[config.mk]
export PLATFORM = sky130hd
export DESIGN_NAME = porm_port_option_read_mux
export DESIGN_NICKNAME = d
export VERILOG_FILES = /design/src/verilog/porm_pkg.sv /design/src/verilog/porm_port_option_read_mux.sv
export SDC_FILE = /design/constraint.sdc
export NUM_CORES = 1
export LEC_CHECK = 0
export BUFFER_PORTS_ARGS = -buffer_cell sky130_fd_sc_hd__buf_2
export CORE_ASPECT_RATIO = 0.9
export CORE_MARGIN = 3
export CORE_UTILIZATION = 55
export DETAILED_ROUTE_END_ITERATION = 10
export PLACE_DENSITY = 0.79
export SKIP_CTS_REPAIR_TIMING = 1
export SLEW_MARGIN = 30
export SYNTH_ARGS = -nofsm -noshare
export SYNTH_HDL_FRONTEND = slang
export SYNTH_SLANG_ARGS = --single-unit
export TNS_END_PERCENT = 1
[constraint.sdc]
create_clock -name mclk -period 5.6 [get_ports mclk]
set_clock_uncertainty 0.1 [all_clocks]
set_input_delay 1.12 -clock mclk [delete_from_list [all_inputs] [get_ports mclk]]
set_output_delay 1.12 -clock mclk [all_outputs]
set_load 0.02 [all_outputs]
[src/verilog/porm_pkg.sv]
/*
 * Constants, register map and option layout for the port option and
 * read-multiplexer block of a small 4-bit controller.
 * Assumes a 32-bit AXI4-Lite register bus and one 10 MHz system clock.
 */
package porm_pkg;

    localparam int NIB = 4;
    localparam int DW  = 32;
    localparam int AW  = 8;

    // Register byte addresses
    localparam logic [AW-1:0] ADDR_OPTION  = 8'h00;
    localparam logic [AW-1:0] ADDR_E_DIR   = 8'h04;
    localparam logic [AW-1:0] ADDR_E_DATA  = 8'h08;
    localparam logic [AW-1:0] ADDR_CD_DATA = 8'h0C;
    localparam logic [AW-1:0] ADDR_WAKE_EN = 8'h10;
    localparam logic [AW-1:0] ADDR_PADS    = 8'h14;

    // AXI response codes
    localparam logic [1:0] RESP_OKAY   = 2'h0;
    localparam logic [1:0] RESP_SLVERR = 2'h2;

    // Option register layout, lowest field at bit 0
    typedef struct packed {
        logic [NIB-1:0] port_d_force_high_option;
        logic [NIB-1:0] port_c_force_high_option;
        logic           port_e_bidir_option;
        logic           bit3_read_zero_option;
        logic           bit1_read_zero_option;
        logic           comparator_two_option;
        logic           comparator_one_option;
        logic           opamp_option;
    } porm_opt_s;
    localparam int OPT_W = $bits(porm_opt_s);
    localparam logic [OPT_W-1:0] OPT_RESET = 14'h0000;

    // Wake enable layout: A in [3:0], B [7:4], D [11:8], E [15:12]
    typedef struct packed {
        logic [NIB-1:0] port_e_wake_enable;
        logic [NIB-1:0] port_d_wake_enable;
        logic [NIB-1:0] port_b_wake_enable;
        logic [NIB-1:0] port_a_wake_enable;
    } porm_wake_s;
    localparam int WAKE_W = $bits(porm_wake_s);

    // Synchronised inputs: pads A,B,D,E then comparators one and two
    typedef struct packed {
        logic           cmp2;
        logic           cmp1;
        logic [NIB-1:0] pe;
        logic [NIB-1:0] pd;
        logic [NIB-1:0] pb;
        logic [NIB-1:0] pa;
    } porm_in_s;
    localparam int IN_W = $bits(porm_in_s);

    // Port C and D output latch: C in [3:0], D in [7:4]
    typedef struct packed {
        logic [NIB-1:0] pd;
        logic [NIB-1:0] pc;
    } porm_cd_s;
    localparam int CD_W = $bits(porm_cd_s);

    localparam logic [NIB-1:0] NIB_ZERO = 4'h0;
    localparam logic [DW-1:0]  WORD_ZERO = 32'h0000_0000;

endpackage

[src/verilog/porm_port_option_read_mux.sv]
/*
 * Port option logic: port E read multiplexer, port E direction and
 * output latch, port C/D force-high outputs, per-pin halt wake-up,
 * all reached over an AXI4-Lite slave.
 * Assumes pads and comparator outputs are asynchronous to mclk, and
 * that software writes the option register once before operation.
 */
`timescale 1ns/1ps
module porm_port_option_read_mux (
    input  wire logic                       mclk,
    input  wire logic                       rst,
    // AXI4-Lite slave
    input  wire logic [porm_pkg::AW-1:0]    s_axi_awaddr,
    input  wire logic                       s_axi_awvalid,
    output logic                            s_axi_awready,
    input  wire logic [porm_pkg::DW-1:0]    s_axi_wdata,
    input  wire logic [3:0]                 s_axi_wstrb,
    input  wire logic                       s_axi_wvalid,
    output logic                            s_axi_wready,
    output logic [1:0]                      s_axi_bresp,
    output logic                            s_axi_bvalid,
    input  wire logic                       s_axi_bready,
    input  wire logic [porm_pkg::AW-1:0]    s_axi_araddr,
    input  wire logic                       s_axi_arvalid,
    output logic                            s_axi_arready,
    output logic [porm_pkg::DW-1:0]         s_axi_rdata,
    output logic [1:0]                      s_axi_rresp,
    output logic                            s_axi_rvalid,
    input  wire logic                       s_axi_rready,
    // Pads and analog outputs
    input  wire logic [porm_pkg::NIB-1:0]   pa_in,
    input  wire logic [porm_pkg::NIB-1:0]   pb_in,
    input  wire logic [porm_pkg::NIB-1:0]   pd_in,
    input  wire logic [porm_pkg::NIB-1:0]   pe_in,
    input  wire logic                       cmp1_out,
    input  wire logic                       cmp2_out,
    output logic [porm_pkg::NIB-1:0]        pe_out,
    output logic [porm_pkg::NIB-1:0]        pe_oe_n,
    output logic [porm_pkg::NIB-1:0]        pc_out,
    output logic [porm_pkg::NIB-1:0]        pd_out,
    // Halt handshake with the core
    input  wire logic                       halt,
    output logic                            wake_req
);

    // Register state
    porm_pkg::porm_opt_s                opt, next_opt;
    logic [porm_pkg::NIB-1:0]           e_dir, next_e_dir;
    logic [porm_pkg::NIB-1:0]           e_latch, next_e_latch;
    porm_pkg::porm_cd_s                 cd_latch, next_cd_latch;
    porm_pkg::porm_wake_s               wake_en, next_wake_en;

    // Bus state
    logic                               aw_full, next_aw_full;
    logic                               w_full, next_w_full;
    logic [porm_pkg::AW-1:0]            aw_addr, next_aw_addr;
    logic [porm_pkg::DW-1:0]            w_data, next_w_data;
    logic [3:0]                         w_strb, next_w_strb;
    logic                               bvalid, next_bvalid;
    logic [1:0]                         bresp, next_bresp;
    logic                               rvalid, next_rvalid;
    logic [1:0]                         rresp, next_rresp;
    logic [porm_pkg::DW-1:0]            rdata, next_rdata;

    // Input synchronisers and filtered levels
    porm_pkg::porm_in_s                 sync1, sync2, sync3, lvl, next_lvl;
    porm_pkg::porm_in_s                 raw_in;

    // Outputs and wake-up state
    logic [porm_pkg::NIB-1:0]           next_pe_out, next_pe_oe_n, next_pc_out, next_pd_out;
    porm_pkg::porm_in_s                 snap, next_snap;
    logic                               next_wake_req;

    logic [porm_pkg::NIB-1:0]           e_read;
    logic                               do_write;
    logic [porm_pkg::DW-1:0]            wmask;

    // Pack raw asynchronous inputs
    assign raw_in = '{cmp2: cmp2_out, cmp1: cmp1_out, pe: pe_in, pd: pd_in, pb: pb_in, pa: pa_in};

    // Three-stage synchroniser; level moves once stages two and three agree
    always_comb begin
        next_lvl = lvl;
        for (int i = 0; i < porm_pkg::IN_W; i++) begin
            if (sync2[i] == sync3[i]) begin
                next_lvl[i] = sync3[i];
            end
        end
    end

    always_ff @(posedge mclk) begin
        if (rst) begin
            sync1 <= '0;
            sync2 <= '0;
            sync3 <= '0;
            lvl   <= '0;
        end else begin
            sync1 <= raw_in;
            sync2 <= sync1;
            sync3 <= sync2;
            lvl   <= next_lvl;
        end
    end

    // Port E read multiplexer, purely from static options
    always_comb begin
        e_read = lvl.pe;
        if (opt.opamp_option && opt.comparator_one_option && !opt.comparator_two_option) begin
            e_read[3] = 1'b0;
            e_read[2] = 1'b0;
            e_read[1] = opt.bit1_read_zero_option ? 1'b0 : lvl.pe[1];
            e_read[0] = lvl.cmp1;
        end else begin
            if (opt.comparator_one_option) begin
                e_read[1] = opt.bit1_read_zero_option ? 1'b0 : lvl.pe[1];
                e_read[0] = lvl.cmp1;
            end
            if (opt.comparator_two_option) begin
                e_read[3] = opt.bit3_read_zero_option ? 1'b0 : lvl.pe[3];
                e_read[2] = lvl.cmp2;
            end
        end
    end

    // Byte-lane mask of the pending write
    always_comb begin
        for (int b = 0; b < 4; b++) begin
            wmask[b*8 +: 8] = w_strb[b] ? 8'hFF : 8'h00;
        end
    end

    assign do_write = aw_full && w_full && !bvalid;

    // AXI write and read channel sequencing plus register updates
    always_comb begin
        logic [porm_pkg::DW-1:0] merged;
        merged        = WORD_SEL(w_data, wmask);
        next_aw_full  = aw_full;
        next_w_full   = w_full;
        next_aw_addr  = aw_addr;
        next_w_data   = w_data;
        next_w_strb   = w_strb;
        next_bvalid   = bvalid;
        next_bresp    = bresp;
        next_rvalid   = rvalid;
        next_rresp    = rresp;
        next_rdata    = rdata;
        next_opt      = opt;
        next_e_dir    = e_dir;
        next_e_latch  = e_latch;
        next_cd_latch = cd_latch;
        next_wake_en  = wake_en;

        if (s_axi_awvalid && s_axi_awready) begin
            next_aw_full = 1'b1;
            next_aw_addr = s_axi_awaddr;
        end
        if (s_axi_wvalid && s_axi_wready) begin
            next_w_full = 1'b1;
            next_w_data = s_axi_wdata;
            next_w_strb = s_axi_wstrb;
        end
        if (do_write) begin
            next_aw_full = 1'b0;
            next_w_full  = 1'b0;
            next_bvalid  = 1'b1;
            next_bresp   = porm_pkg::RESP_OKAY;
            unique case (aw_addr)
                porm_pkg::ADDR_OPTION:  next_opt = porm_pkg::porm_opt_s'(merged[porm_pkg::OPT_W-1:0]);
                porm_pkg::ADDR_E_DIR:   next_e_dir = merged[porm_pkg::NIB-1:0];
                porm_pkg::ADDR_E_DATA:  next_e_latch = merged[porm_pkg::NIB-1:0];
                porm_pkg::ADDR_CD_DATA: next_cd_latch = porm_pkg::porm_cd_s'(merged[porm_pkg::CD_W-1:0]);
                porm_pkg::ADDR_WAKE_EN: next_wake_en = porm_pkg::porm_wake_s'(merged[porm_pkg::WAKE_W-1:0]);
                porm_pkg::ADDR_PADS:    next_bresp = porm_pkg::RESP_OKAY;
                default:                next_bresp = porm_pkg::RESP_SLVERR;
            endcase
        end
        if (bvalid && s_axi_bready) begin
            next_bvalid = 1'b0;
        end

        if (rvalid && s_axi_rready) begin
            next_rvalid = 1'b0;
        end
        if (s_axi_arvalid && s_axi_arready) begin
            next_rvalid = 1'b1;
            next_rresp  = porm_pkg::RESP_OKAY;
            next_rdata  = porm_pkg::WORD_ZERO;
            unique case (s_axi_araddr)
                porm_pkg::ADDR_OPTION:  next_rdata[porm_pkg::OPT_W-1:0] = opt;
                porm_pkg::ADDR_E_DIR:   next_rdata[porm_pkg::NIB-1:0] = e_dir;
                porm_pkg::ADDR_E_DATA:  next_rdata[porm_pkg::NIB-1:0] = e_read;
                porm_pkg::ADDR_CD_DATA: next_rdata[porm_pkg::CD_W-1:0] = cd_latch;
                porm_pkg::ADDR_WAKE_EN: next_rdata[porm_pkg::WAKE_W-1:0] = wake_en;
                porm_pkg::ADDR_PADS:    next_rdata[porm_pkg::IN_W-1:0] = lvl;
                default:                next_rresp = porm_pkg::RESP_SLVERR;
            endcase
        end
    end

    // Lane merge of write data over the old value is not needed: fields
    // outside enabled lanes read as zero in the merged word
    function automatic logic [porm_pkg::DW-1:0] WORD_SEL(input logic [porm_pkg::DW-1:0] d,
                                                        input logic [porm_pkg::DW-1:0] m);
        WORD_SEL = d & m;
    endfunction

    assign s_axi_awready = !aw_full;
    assign s_axi_wready  = !w_full;
    assign s_axi_bvalid  = bvalid;
    assign s_axi_bresp   = bresp;
    assign s_axi_arready = !rvalid;
    assign s_axi_rvalid  = rvalid;
    assign s_axi_rresp   = rresp;
    assign s_axi_rdata   = rdata;

    // Pin drivers and wake-up detection
    always_comb begin
        // output only when bidirectional and direction set
        for (int i = 0; i < porm_pkg::NIB; i++) begin
            next_pe_oe_n[i] = !(opt.port_e_bidir_option && e_dir[i]);
        end
        next_pe_out = e_latch;
        next_pc_out = cd_latch.pc | opt.port_c_force_high_option;
        next_pd_out = cd_latch.pd | opt.port_d_force_high_option;
        // Snapshot follows pins outside halt
        next_snap = halt ? snap : lvl;
        // only enabled pins that moved end halt
        next_wake_req = halt && |({wake_en.port_e_wake_enable & (lvl.pe ^ snap.pe),
                                   wake_en.port_d_wake_enable & (lvl.pd ^ snap.pd),
                                   wake_en.port_b_wake_enable & (lvl.pb ^ snap.pb),
                                   wake_en.port_a_wake_enable & (lvl.pa ^ snap.pa)});
    end

    always_ff @(posedge mclk) begin
        if (rst) begin
            opt      <= porm_pkg::OPT_RESET;
            e_dir    <= porm_pkg::NIB_ZERO;
            e_latch  <= porm_pkg::NIB_ZERO;
            cd_latch <= '0;
            wake_en  <= '0;
            aw_full  <= 1'b0;
            w_full   <= 1'b0;
            aw_addr  <= '0;
            w_data   <= porm_pkg::WORD_ZERO;
            w_strb   <= 4'h0;
            bvalid   <= 1'b0;
            bresp    <= porm_pkg::RESP_OKAY;
            rvalid   <= 1'b0;
            rresp    <= porm_pkg::RESP_OKAY;
            rdata    <= porm_pkg::WORD_ZERO;
            pe_out   <= porm_pkg::NIB_ZERO;
            pe_oe_n  <= 4'hF;
            pc_out   <= porm_pkg::NIB_ZERO;
            pd_out   <= porm_pkg::NIB_ZERO;
            snap     <= '0;
            wake_req <= 1'b0;
        end else begin
            opt      <= next_opt;
            e_dir    <= next_e_dir;
            e_latch  <= next_e_latch;
            cd_latch <= next_cd_latch;
            wake_en  <= next_wake_en;
            aw_full  <= next_aw_full;
            w_full   <= next_w_full;
            aw_addr  <= next_aw_addr;
            w_data   <= next_w_data;
            w_strb   <= next_w_strb;
            bvalid   <= next_bvalid;
            bresp    <= next_bresp;
            rvalid   <= next_rvalid;
            rresp    <= next_rresp;
            rdata    <= next_rdata;
            pe_out   <= next_pe_out;
            pe_oe_n  <= next_pe_oe_n;
            pc_out   <= next_pc_out;
            pd_out   <= next_pd_out;
            snap     <= next_snap;
            wake_req <= next_wake_req;
        end
    end

endmodule
==> flow_metrics.env, run 1 <==
export IMPL_cts_buffers=20
export IMPL_avgSynthCellArea_um2=9.38
export IMPL_initial_core_util_pct=56.6
export IMPL_async_flop_share_pct=0
export IMPL_max_freq_mhz=406
export IMPL_cp_num_buf_inv=1
export IMPL_worstSetupEndpointType="register"
export IMPL_antenna_found_initial=0
export IMPL_netlist_area_mm2=0.00762
export IMPL_num_io_pins=136
export IMPL_initialDrtViolationCount=573
export IMPL_synth_top_cell_area_share_pct=52.8
export IMPL_routedWlPerCell_um=15.5
export IMPL_seqPwrFrac_pct=48.1
export IMPL_ys_top_cells_by_count="dfxtp_1, nand2_1, a21oi_1"
export IMPL_layout_drive_gt1_share_pct=17.8
export IMPL_grtUsageTotal_pct=21.3
export IMPL_yosysMostFrequentCell="dfxtp_1"
export IMPL_p_int_mw=2.44
export IMPL_path_cells="buf_2, or3_1, or3_1, nor4_1, a22o_1"
export IMPL_nNetsFinal=968
export IMPL_setup_viol=0
export IMPL_htreeDepth=1
export IMPL_vias=5814
export IMPL_slowest_delay_ns=0.59
export IMPL_pre_cts_slack_ns=2.62
export IMPL_clockRootBuffer="clkbuf_16"
export IMPL_rows=40
export IMPL_crit_arrival_ns=2.79
export IMPL_critPathMaxFanout=4
export IMPL_crit_required_ns=5.92
export IMPL_pwr_share_comb_pct=5.2
export IMPL_die_h_um=118
export IMPL_crit_type="in2reg"
export IMPL_io_buffers=101
export IMPL_post_route_period_util_pct=44.0
export IMPL_synthCells=812
export IMPL_status="complete, no violations"
export IMPL_peakVddDrop_mv=0.194
export IMPL_synth_flop_cell="dfxtp_1"
export IMPL_syn_to_final_growth_pct=15.9
export IMPL_synth_cell_types=54
export IMPL_insertion_delay_ns=0.48
export IMPL_grt_max_degree=68
export IMPL_yosysTopAreaCell="dfxtp_1"
export IMPL_switching_share_pct=20.9
export IMPL_hold_class="reg2reg"
export IMPL_seq_area_mm2=0.00402
export IMPL_yosys_register_bits=201
export IMPL_synth_edf_count=0
export IMPL_drt_total_wl_mm=16.6
export IMPL_critical_path_top_delay_family="simple AND/OR/NAND/NOR gates"
export IMPL_clkTransAtPathRegs_ns=0.06
export IMPL_min_period_ns=2.47
export IMPL_nFillCells=1050
export IMPL_grt_setup_unrepaired="false"
export IMPL_cp_common_cell="or3_1"
export IMPL_cts_num_sinks=201
export IMPL_grt_pass1_vias=5276
export IMPL_synth_area_leaders="dfxtp_1, mux2i_1, nor2b_1"
export IMPL_drc=0
export IMPL_power_share_clock_pct=46.7
export IMPL_yosys_warnings=0
export IMPL_tightest_slew_ns=0.922
export IMPL_vias_per_cell=5.42
export IMPL_hpwl_mm=11.3
export IMPL_tns_ns=0
export IMPL_drt_first_pass_iters=5
export IMPL_die_w_um=130
export IMPL_layout_setup_ws_ns=3.13
export IMPL_core_area_mm2=0.0135
export IMPL_critPathSlowestCell="nor4_1"
export IMPL_drv_slew=0
export IMPL_cap_viol_max_count=0
export IMPL_clk_path_buf_depth=3
export IMPL_globalplace_congestion=0.879
export IMPL_dieArea_mm2=0.0153
export IMPL_finalHoldViolations=0
export IMPL_grt_pass1_wl_mm=26.6
export IMPL_multi_input_area_mm2=0.00330
export IMPL_cts_tree="done"
export IMPL_critPathLaunchType="primary input"
export IMPL_p_per_area_mw_per_mm2=350
export IMPL_relSlewSlack_pct=38.4
export IMPL_p_leak_nw=3.51
export IMPL_ys_seq_area_share_pct=52.8
export IMPL_ant_nets=0
export IMPL_grt_overflow=0
export IMPL_switchingPower_mw=0.647
power groups by stage:
stage | clock, mW | combinational [mW] | sequential, mW
after floorplan | 0 | 0.128 | 1.51
after global placement | 0 | 0.157 | 1.52
after detailed placement | 0 | 0.159 | 1.52
after CTS | 1.47 | 0.160 | 1.49
after global routing | 1.53 | 0.178 | 1.49
final | 1.44 | 0.161 | 1.49
through the flow:
stage	cells	power, mW	hold WS [ns]	util [%]	cell area, µm²
after detailed placement	1036	1.68	0.323	60.0	8080
after global placement	1036	1.67	0.318	60.0	8080
final	1072	3.09	0.335	65.6	8830
after global routing	1071	3.19	0.338	65.6	8830
after floorplan	827	1.64	0.267	-	7670
after CTS	1071	3.11	0.338	65.5	8820
flip-flops by register name, summed over array words and instances, names as in the netlist, 2 cells and up:
register     count
lvl             18
s_axi_rdata     18
sync1           18
sync2           18
sync3           18
snap            16
w_data          16
wake_en         16
opt             14
aw_addr          8
cd_latch         8
e_dir            4
e_latch          4
pc_out           4
pd_out           4
pe_oe_n          4
pe_out           4
w_strb           2
worst paths after layout:
check / start / end / slack [ns] / cells after the start
max: s_axi_araddr[5] / s_axi_rdata[5] / 3.13 / 5
min: sync1[14] / sync2[14] / 0.33 / 1
max reg2reg: aw_addr[1] / e_dir[0] / 3.34 / 4
min reg2reg: sync1[14] / sync2[14] / 0.33 / 1
area by class of cell:
cell class | count | area share [%]
flip-flops and latches | 201 | 45.6
inverters | 6 | 0.255
repair buffers | 104 | 6.01
well taps | 168 | 2.38
clock buffers | 30 | 7.24
diodes | 1 | 0.0283
clock inverters | 5 | 1.16
multi-input cells | 557 | 37.4
per-layer routing:
| layer | track usage, % | routed length [µm] | up-vias |
|---|---|---|---|
| li1 | - | - | 2914 |
| met5 | 0 | 0 | - |
| met2 | 31.5 | 7410 | 203 |
| met3 | 3.72 | 1090 | 32 |
| met1 | 31.4 | 7620 | 2665 |
| met4 | 7.47 | 493 | 0 |
kinds of logic (layout without fill, tap and decap cells):
group                  after synthesis  after routing  synth area share (%)
AO/OA/AOI/OAI                      170            170                  13.1
flip-flops                         201            201                  52.8
buffers and inverters               69            145                  4.66
multiplexers                        53             53                  7.47
other                                1             17                0.0492
XOR/XNOR                            17             17                  1.95
AND/OR/NAND/NOR                    301            301                  20.0
layout by cell type (no fill, tap or decap), drive strengths merged, types with 2 or more instances in the layout:
master / Yosys / routed
a221oi: 3 / 3
o2bb2ai: 4 / 4
nand2: 100 / 100
nor4: 5 / 5
conb: 1 / 16
buf: 26 / 104
a21oi: 77 / 77
or3: 3 / 3
a32oi: 4 / 4
mux2: 11 / 11
mux4: 2 / 2
nand4b: 4 / 4
a22o: 6 / 6
nand2b: 5 / 5
a22oi: 15 / 15
and4: 2 / 2
nor2: 67 / 67
or4: 2 / 2
a21bo: 2 / 2
mux2i: 40 / 40
nor2b: 64 / 64
nor3: 4 / 4
and2: 8 / 8
o21a: 2 / 2
inv: 6 / 6
dfxtp: 201 / 201
nand3: 20 / 20
a211oi: 5 / 5
o21ai: 48 / 48
nand3b: 4 / 4
xor2: 16 / 16
nand4: 7 / 7
clkbuf: 37 / 30
bufinv: 0 / 3
Note: power is estimated with default switching activity, not from simulation.
==> run 2: changes to the inputs <==
- clock period: 5.6 -> 2.5 ns (I/O delays scaled with it)
==> flow_metrics.env, run 2 (synthesis results as in run 1) <==
export IMPL_grt_pass1_vias=5537
export IMPL_htreeDepth=1
export IMPL_whs_ns=0.124
export IMPL_grt_max_degree=79
export IMPL_layout_drive_gt1_share_pct=18.3
export IMPL_place_inst=1049
export IMPL_cts_tree="done"
export IMPL_clockRootBuffer="clkbuf_16"
export IMPL_insertion_delay_ns=0.49
export IMPL_drv_slew=0
export IMPL_nNetsFinal=981
export IMPL_post_route_period_util_pct=91.3
export IMPL_grt_overflow=0
export IMPL_fin_cells=1084
export IMPL_initial_core_util_pct=56.6
export IMPL_globalplace_congestion=0.862
export IMPL_finalHoldViolations=0
export IMPL_max_freq_mhz=438
export IMPL_io_buffers=101
export IMPL_drt_total_wl_mm=17.4
export IMPL_crit_arrival_ns=2.54
export IMPL_crit_required_ns=2.76
export IMPL_hpwl_mm=11.8
export IMPL_vias_per_cell=5.46
export IMPL_diodes=0
export IMPL_ant_nets=0
export IMPL_p_leak_nw=3.52
export IMPL_cts_num_sinks=201
export IMPL_die_w_um=130
export IMPL_num_io_pins=136
export IMPL_syn_to_final_growth_pct=15.9
export IMPL_grt_pass1_wl_mm=27.9
export IMPL_drt_first_pass_iters=4
export IMPL_clk_path_buf_depth=3
export IMPL_crit_type="reg2reg"
export IMPL_initialDrtViolationCount=637
export IMPL_vias=5918
export IMPL_grtUsageTotal_pct=22.3
export IMPL_peakVddDrop_mv=0.534
export IMPL_core_area_mm2=0.0135
export IMPL_dieArea_mm2=0.0153
export IMPL_worstSetupEndpointType="register"
export IMPL_tightest_slew_ns=0.611
export IMPL_routedWlPerCell_um=16.0
export IMPL_critPathMaxFanout=18
export IMPL_setup_viol=0
export IMPL_antenna_found_initial=0
export IMPL_relSlewSlack_pct=59.1
export IMPL_cap_viol_max_count=0
export IMPL_critPathLaunchType="register"
export IMPL_drc=0
export IMPL_cts_buffers=20
export IMPL_final_cell_mix="dfxtp_1, nand2_1, buf_2"
export IMPL_status="complete, no violations"
export IMPL_min_period_ns=2.28
export IMPL_hold_class="in2reg"
export IMPL_p_per_area_mw_per_mm2=743
export IMPL_clkTransAtPathRegs_ns=0.07
export IMPL_tns_ns=0
export IMPL_rows=40
export IMPL_die_h_um=118
export IMPL_grt_setup_unrepaired="false"
export IMPL_mostFrequentLayoutCell="dfxtp_1"
run 2: area by class of cell:
class | instances | area (µm²)
Sequential cell | 201 | 4020
Timing Repair Buffer | 117 | 641
Clock inverter | 3 | 20.0
Multi-Input combinational cell | 557 | 3290
Fill cell | 1102 | 4630
Tap cell | 168 | 210
Clock buffer | 32 | 617
Inverter | 6 | 22.5
run 2: report_power, final:
| group | total, mW | switching, mW | internal (mW) | leakage, nW |
|---|---|---|---|---|
| combinational | 0.378 | 0.238 | 0.140 | 1.58 |
| sequential | 3.33 | 0.0529 | 3.28 | 1.63 |
| clock | 2.85 | 1.17 | 1.69 | 0.306 |
| total | 6.56 | 1.46 | 5.10 | 3.52 |
run 2: final timing paths:
path                    from          to  slack (ns)  cells after the start
setup / recovery  aw_addr[1]      opt[0]        0.22                      4
hold / removal      pa_in[1]    sync1[1]        0.12                      2
setup reg to reg  aw_addr[1]      opt[0]        0.22                      4
hold reg to reg     e_dir[3]  pe_oe_n[3]        0.33                      1
run 2: worst max-delay path, cell delays in order, from the launching register on:
cell     delay, ns
dfxtp_1       0.32
or4_4         0.61
or4_1         0.75
o21ai_1       0.26
a21oi_1       0.12
run 2: metal layers:
layer | wire [µm] | GRT usage, % | part of all wire (%) | vias up
met2 | 7840 | 34.3 | 45 | 206
met3 | 1210 | 4.40 | 7.0 | 41
met5 | 0 | 0 | 0 | -
met1 | 7810 | 31.6 | 45 | 2733
met4 | 531 | 7.34 | 3.1 | 0
li1 | - | - | - | 2938
run 2: per-stage QoR:
stage,utilization [%],power [mW],setup slack [ns],instance area [µm²]
6_report,65.6,6.56,0.217,8830
3_3_place_gp,60.8,3.76,0.315,8190
3_5_place_dp,60.8,3.77,0.265,8190
5_1_grt,65.6,6.78,0.156,8830
4_1_cts,65.6,6.60,0.247,8830
2_1_floorplan,-,3.67,0.438,7670
==> run 3: changes to the inputs <==
--- a/config.mk
+++ b/config.mk
@@ -11,5 +11,5 @@
 export CORE_UTILIZATION = 55
 export DETAILED_ROUTE_END_ITERATION = 10
-export PLACE_DENSITY = 0.79
+export PLACE_DENSITY = 0.88
 export SKIP_CTS_REPAIR_TIMING = 1
 export SLEW_MARGIN = 30
==> constraint.sdc (replaced) <==
create_clock -name mclk -period 2.5 [get_ports mclk]
set_clock_uncertainty 0.1 [all_clocks]
set_input_delay 0 -clock mclk [delete_from_list [all_inputs] [get_ports mclk]]
set_output_delay 0 -clock mclk [all_outputs]
set_load 0.02 [all_outputs]
==> flow_metrics.env, run 3 (synthesis results as in run 1) <==
export IMPL_final_cell_mix="dfxtp_1, nand2_1, buf_2"
export IMPL_critical_path_top_delay_family="buffers and inverters"
export IMPL_clkTransAtPathRegs_ns=0.06
export IMPL_rows=40
export IMPL_die_w_um=130
export IMPL_layout_drive_gt1_share_pct=16.5
export IMPL_max_freq_mhz=430
export IMPL_nFillCells=908
export IMPL_grt_pass1_vias=5479
export IMPL_cts_buffers=20
export IMPL_peakVddDrop_mv=0.530
export IMPL_grt_max_degree=98
export IMPL_crit_type="in2reg"
export IMPL_critPathMaxFanout=6
export IMPL_tns_ns=0
export IMPL_worstSetupEndpointType="register"
export IMPL_cts_num_sinks=201
export IMPL_drc=0
export IMPL_vias_per_cell=5.55
export IMPL_initialDrtViolationCount=684
export IMPL_clk_path_buf_depth=3
export IMPL_clockRootBuffer="clkbuf_16"
export IMPL_num_io_pins=136
export IMPL_p_leak_nw=3.85
export IMPL_place_inst=1044
export IMPL_mostFrequentLayoutCell="dfxtp_1"
export IMPL_p_per_area_mw_per_mm2=717
export IMPL_htreeDepth=1
export IMPL_critPathLaunchType="primary input"
export IMPL_crit_required_ns=2.83
export IMPL_dieArea_mm2=0.0153
export IMPL_drt_total_wl_mm=19.1
export IMPL_drv_slew=0
export IMPL_tightest_slew_ns=0.734
export IMPL_relSlewSlack_pct=50.7
export IMPL_grt_overflow=0
export IMPL_path_cells="dlygate4sd3_1, buf_2, nor3_1, dlygate4sd3_1, nand2_1, o21ai_1, dlygate4sd3_1"
export IMPL_layout_setup_ws_ns=0.172
export IMPL_hpwl_mm=11.7
export IMPL_antenna_found_initial=0
export IMPL_status="complete, no violations"
export IMPL_cp_common_cell="dlygate4sd3_1"
export IMPL_grt_pass1_wl_mm=27.3
export IMPL_power_mw=6.87
export IMPL_post_route_period_util_pct=93.1
export IMPL_critPathSlowestCell="dlygate4sd3_1"
export IMPL_die_h_um=118
export IMPL_core_area_mm2=0.0135
export IMPL_nNetsFinal=1050
export IMPL_hold_class="in2reg"
export IMPL_grtUsageTotal_pct=22.0
export IMPL_io_buffers=101
export IMPL_fin_cells=1153
export IMPL_globalplace_congestion=0.884
export IMPL_final_core_util_pct=71.2
export IMPL_final_area_mm2=0.00958
export IMPL_routedWlPerCell_um=16.5
export IMPL_crit_arrival_ns=2.66
export IMPL_syn_to_final_growth_pct=25.8
export IMPL_finalHoldViolations=0
export IMPL_initial_core_util_pct=56.6
export IMPL_drt_first_pass_iters=6
export IMPL_cts_tree="done"
export IMPL_ant_nets=0
export IMPL_insertion_delay_ns=0.49
export IMPL_min_period_ns=2.33
export IMPL_placed_area_mm2=0.00815
export IMPL_whs_ns=0.137
export IMPL_pre_cts_slack_ns=0.293
export IMPL_diodes=0
export IMPL_cap_viol_max_count=0
export IMPL_setup_viol=0
export IMPL_vias=6399
export IMPL_cp_num_buf_inv=4
export IMPL_slowest_delay_ns=0.69
[run 3: layer usage]
metal / up-vias / global-route usage (%) / share of wire, %
li1: 3068 / - / -
met1: 2958 / 30.2 / 41
met2: 302 / 33.6 / 47
met3: 71 / 5.13 / 8.0
met4: 0 / 8.44 / 4.1
met5: - / 0 / 0
[run 3: worst paths after layout]
path / startpoint / to / slack (ns) / cells past startpoint
hold / removal: s_axi_araddr[2] / s_axi_rdata[17] / 0.14 / 5
setup reg to reg: aw_addr[1] / opt[6] / 0.20 / 4
setup / recovery: s_axi_araddr[7] / s_axi_rdata[1] / 0.17 / 7
hold reg to reg: sync1[14] / sync2[14] / 0.33 / 1
[run 3: layout make-up]
cell class / count / area (µm²) / area share, %
sequential: 201 / 4020 / 42.0
multi-input combinational: 557 / 3290 / 34.4
timing repair buffer: 186 / 1340 / 14.0
clock buffer: 32 / 617 / 6.44
tap: 168 / 210 / 2.19
clock inverter: 3 / 67.6 / 0.705
inverter: 6 / 22.5 / 0.235
[run 3: power by group]
part / internal [mW] / total [mW] / switching (mW)
logic: 0.211 / 0.470 / 0.259
registers: 3.28 / 3.33 / 0.0567
clock network: 1.89 / 3.06 / 1.17
[run 3: worst reg2reg max path, cell delays in order, from the launching register on]
cell	delay, ns
dfxtp_1	0.32
or4_4	0.60
or4_1	0.73
o21ai_1	0.31
a21oi_1	0.10
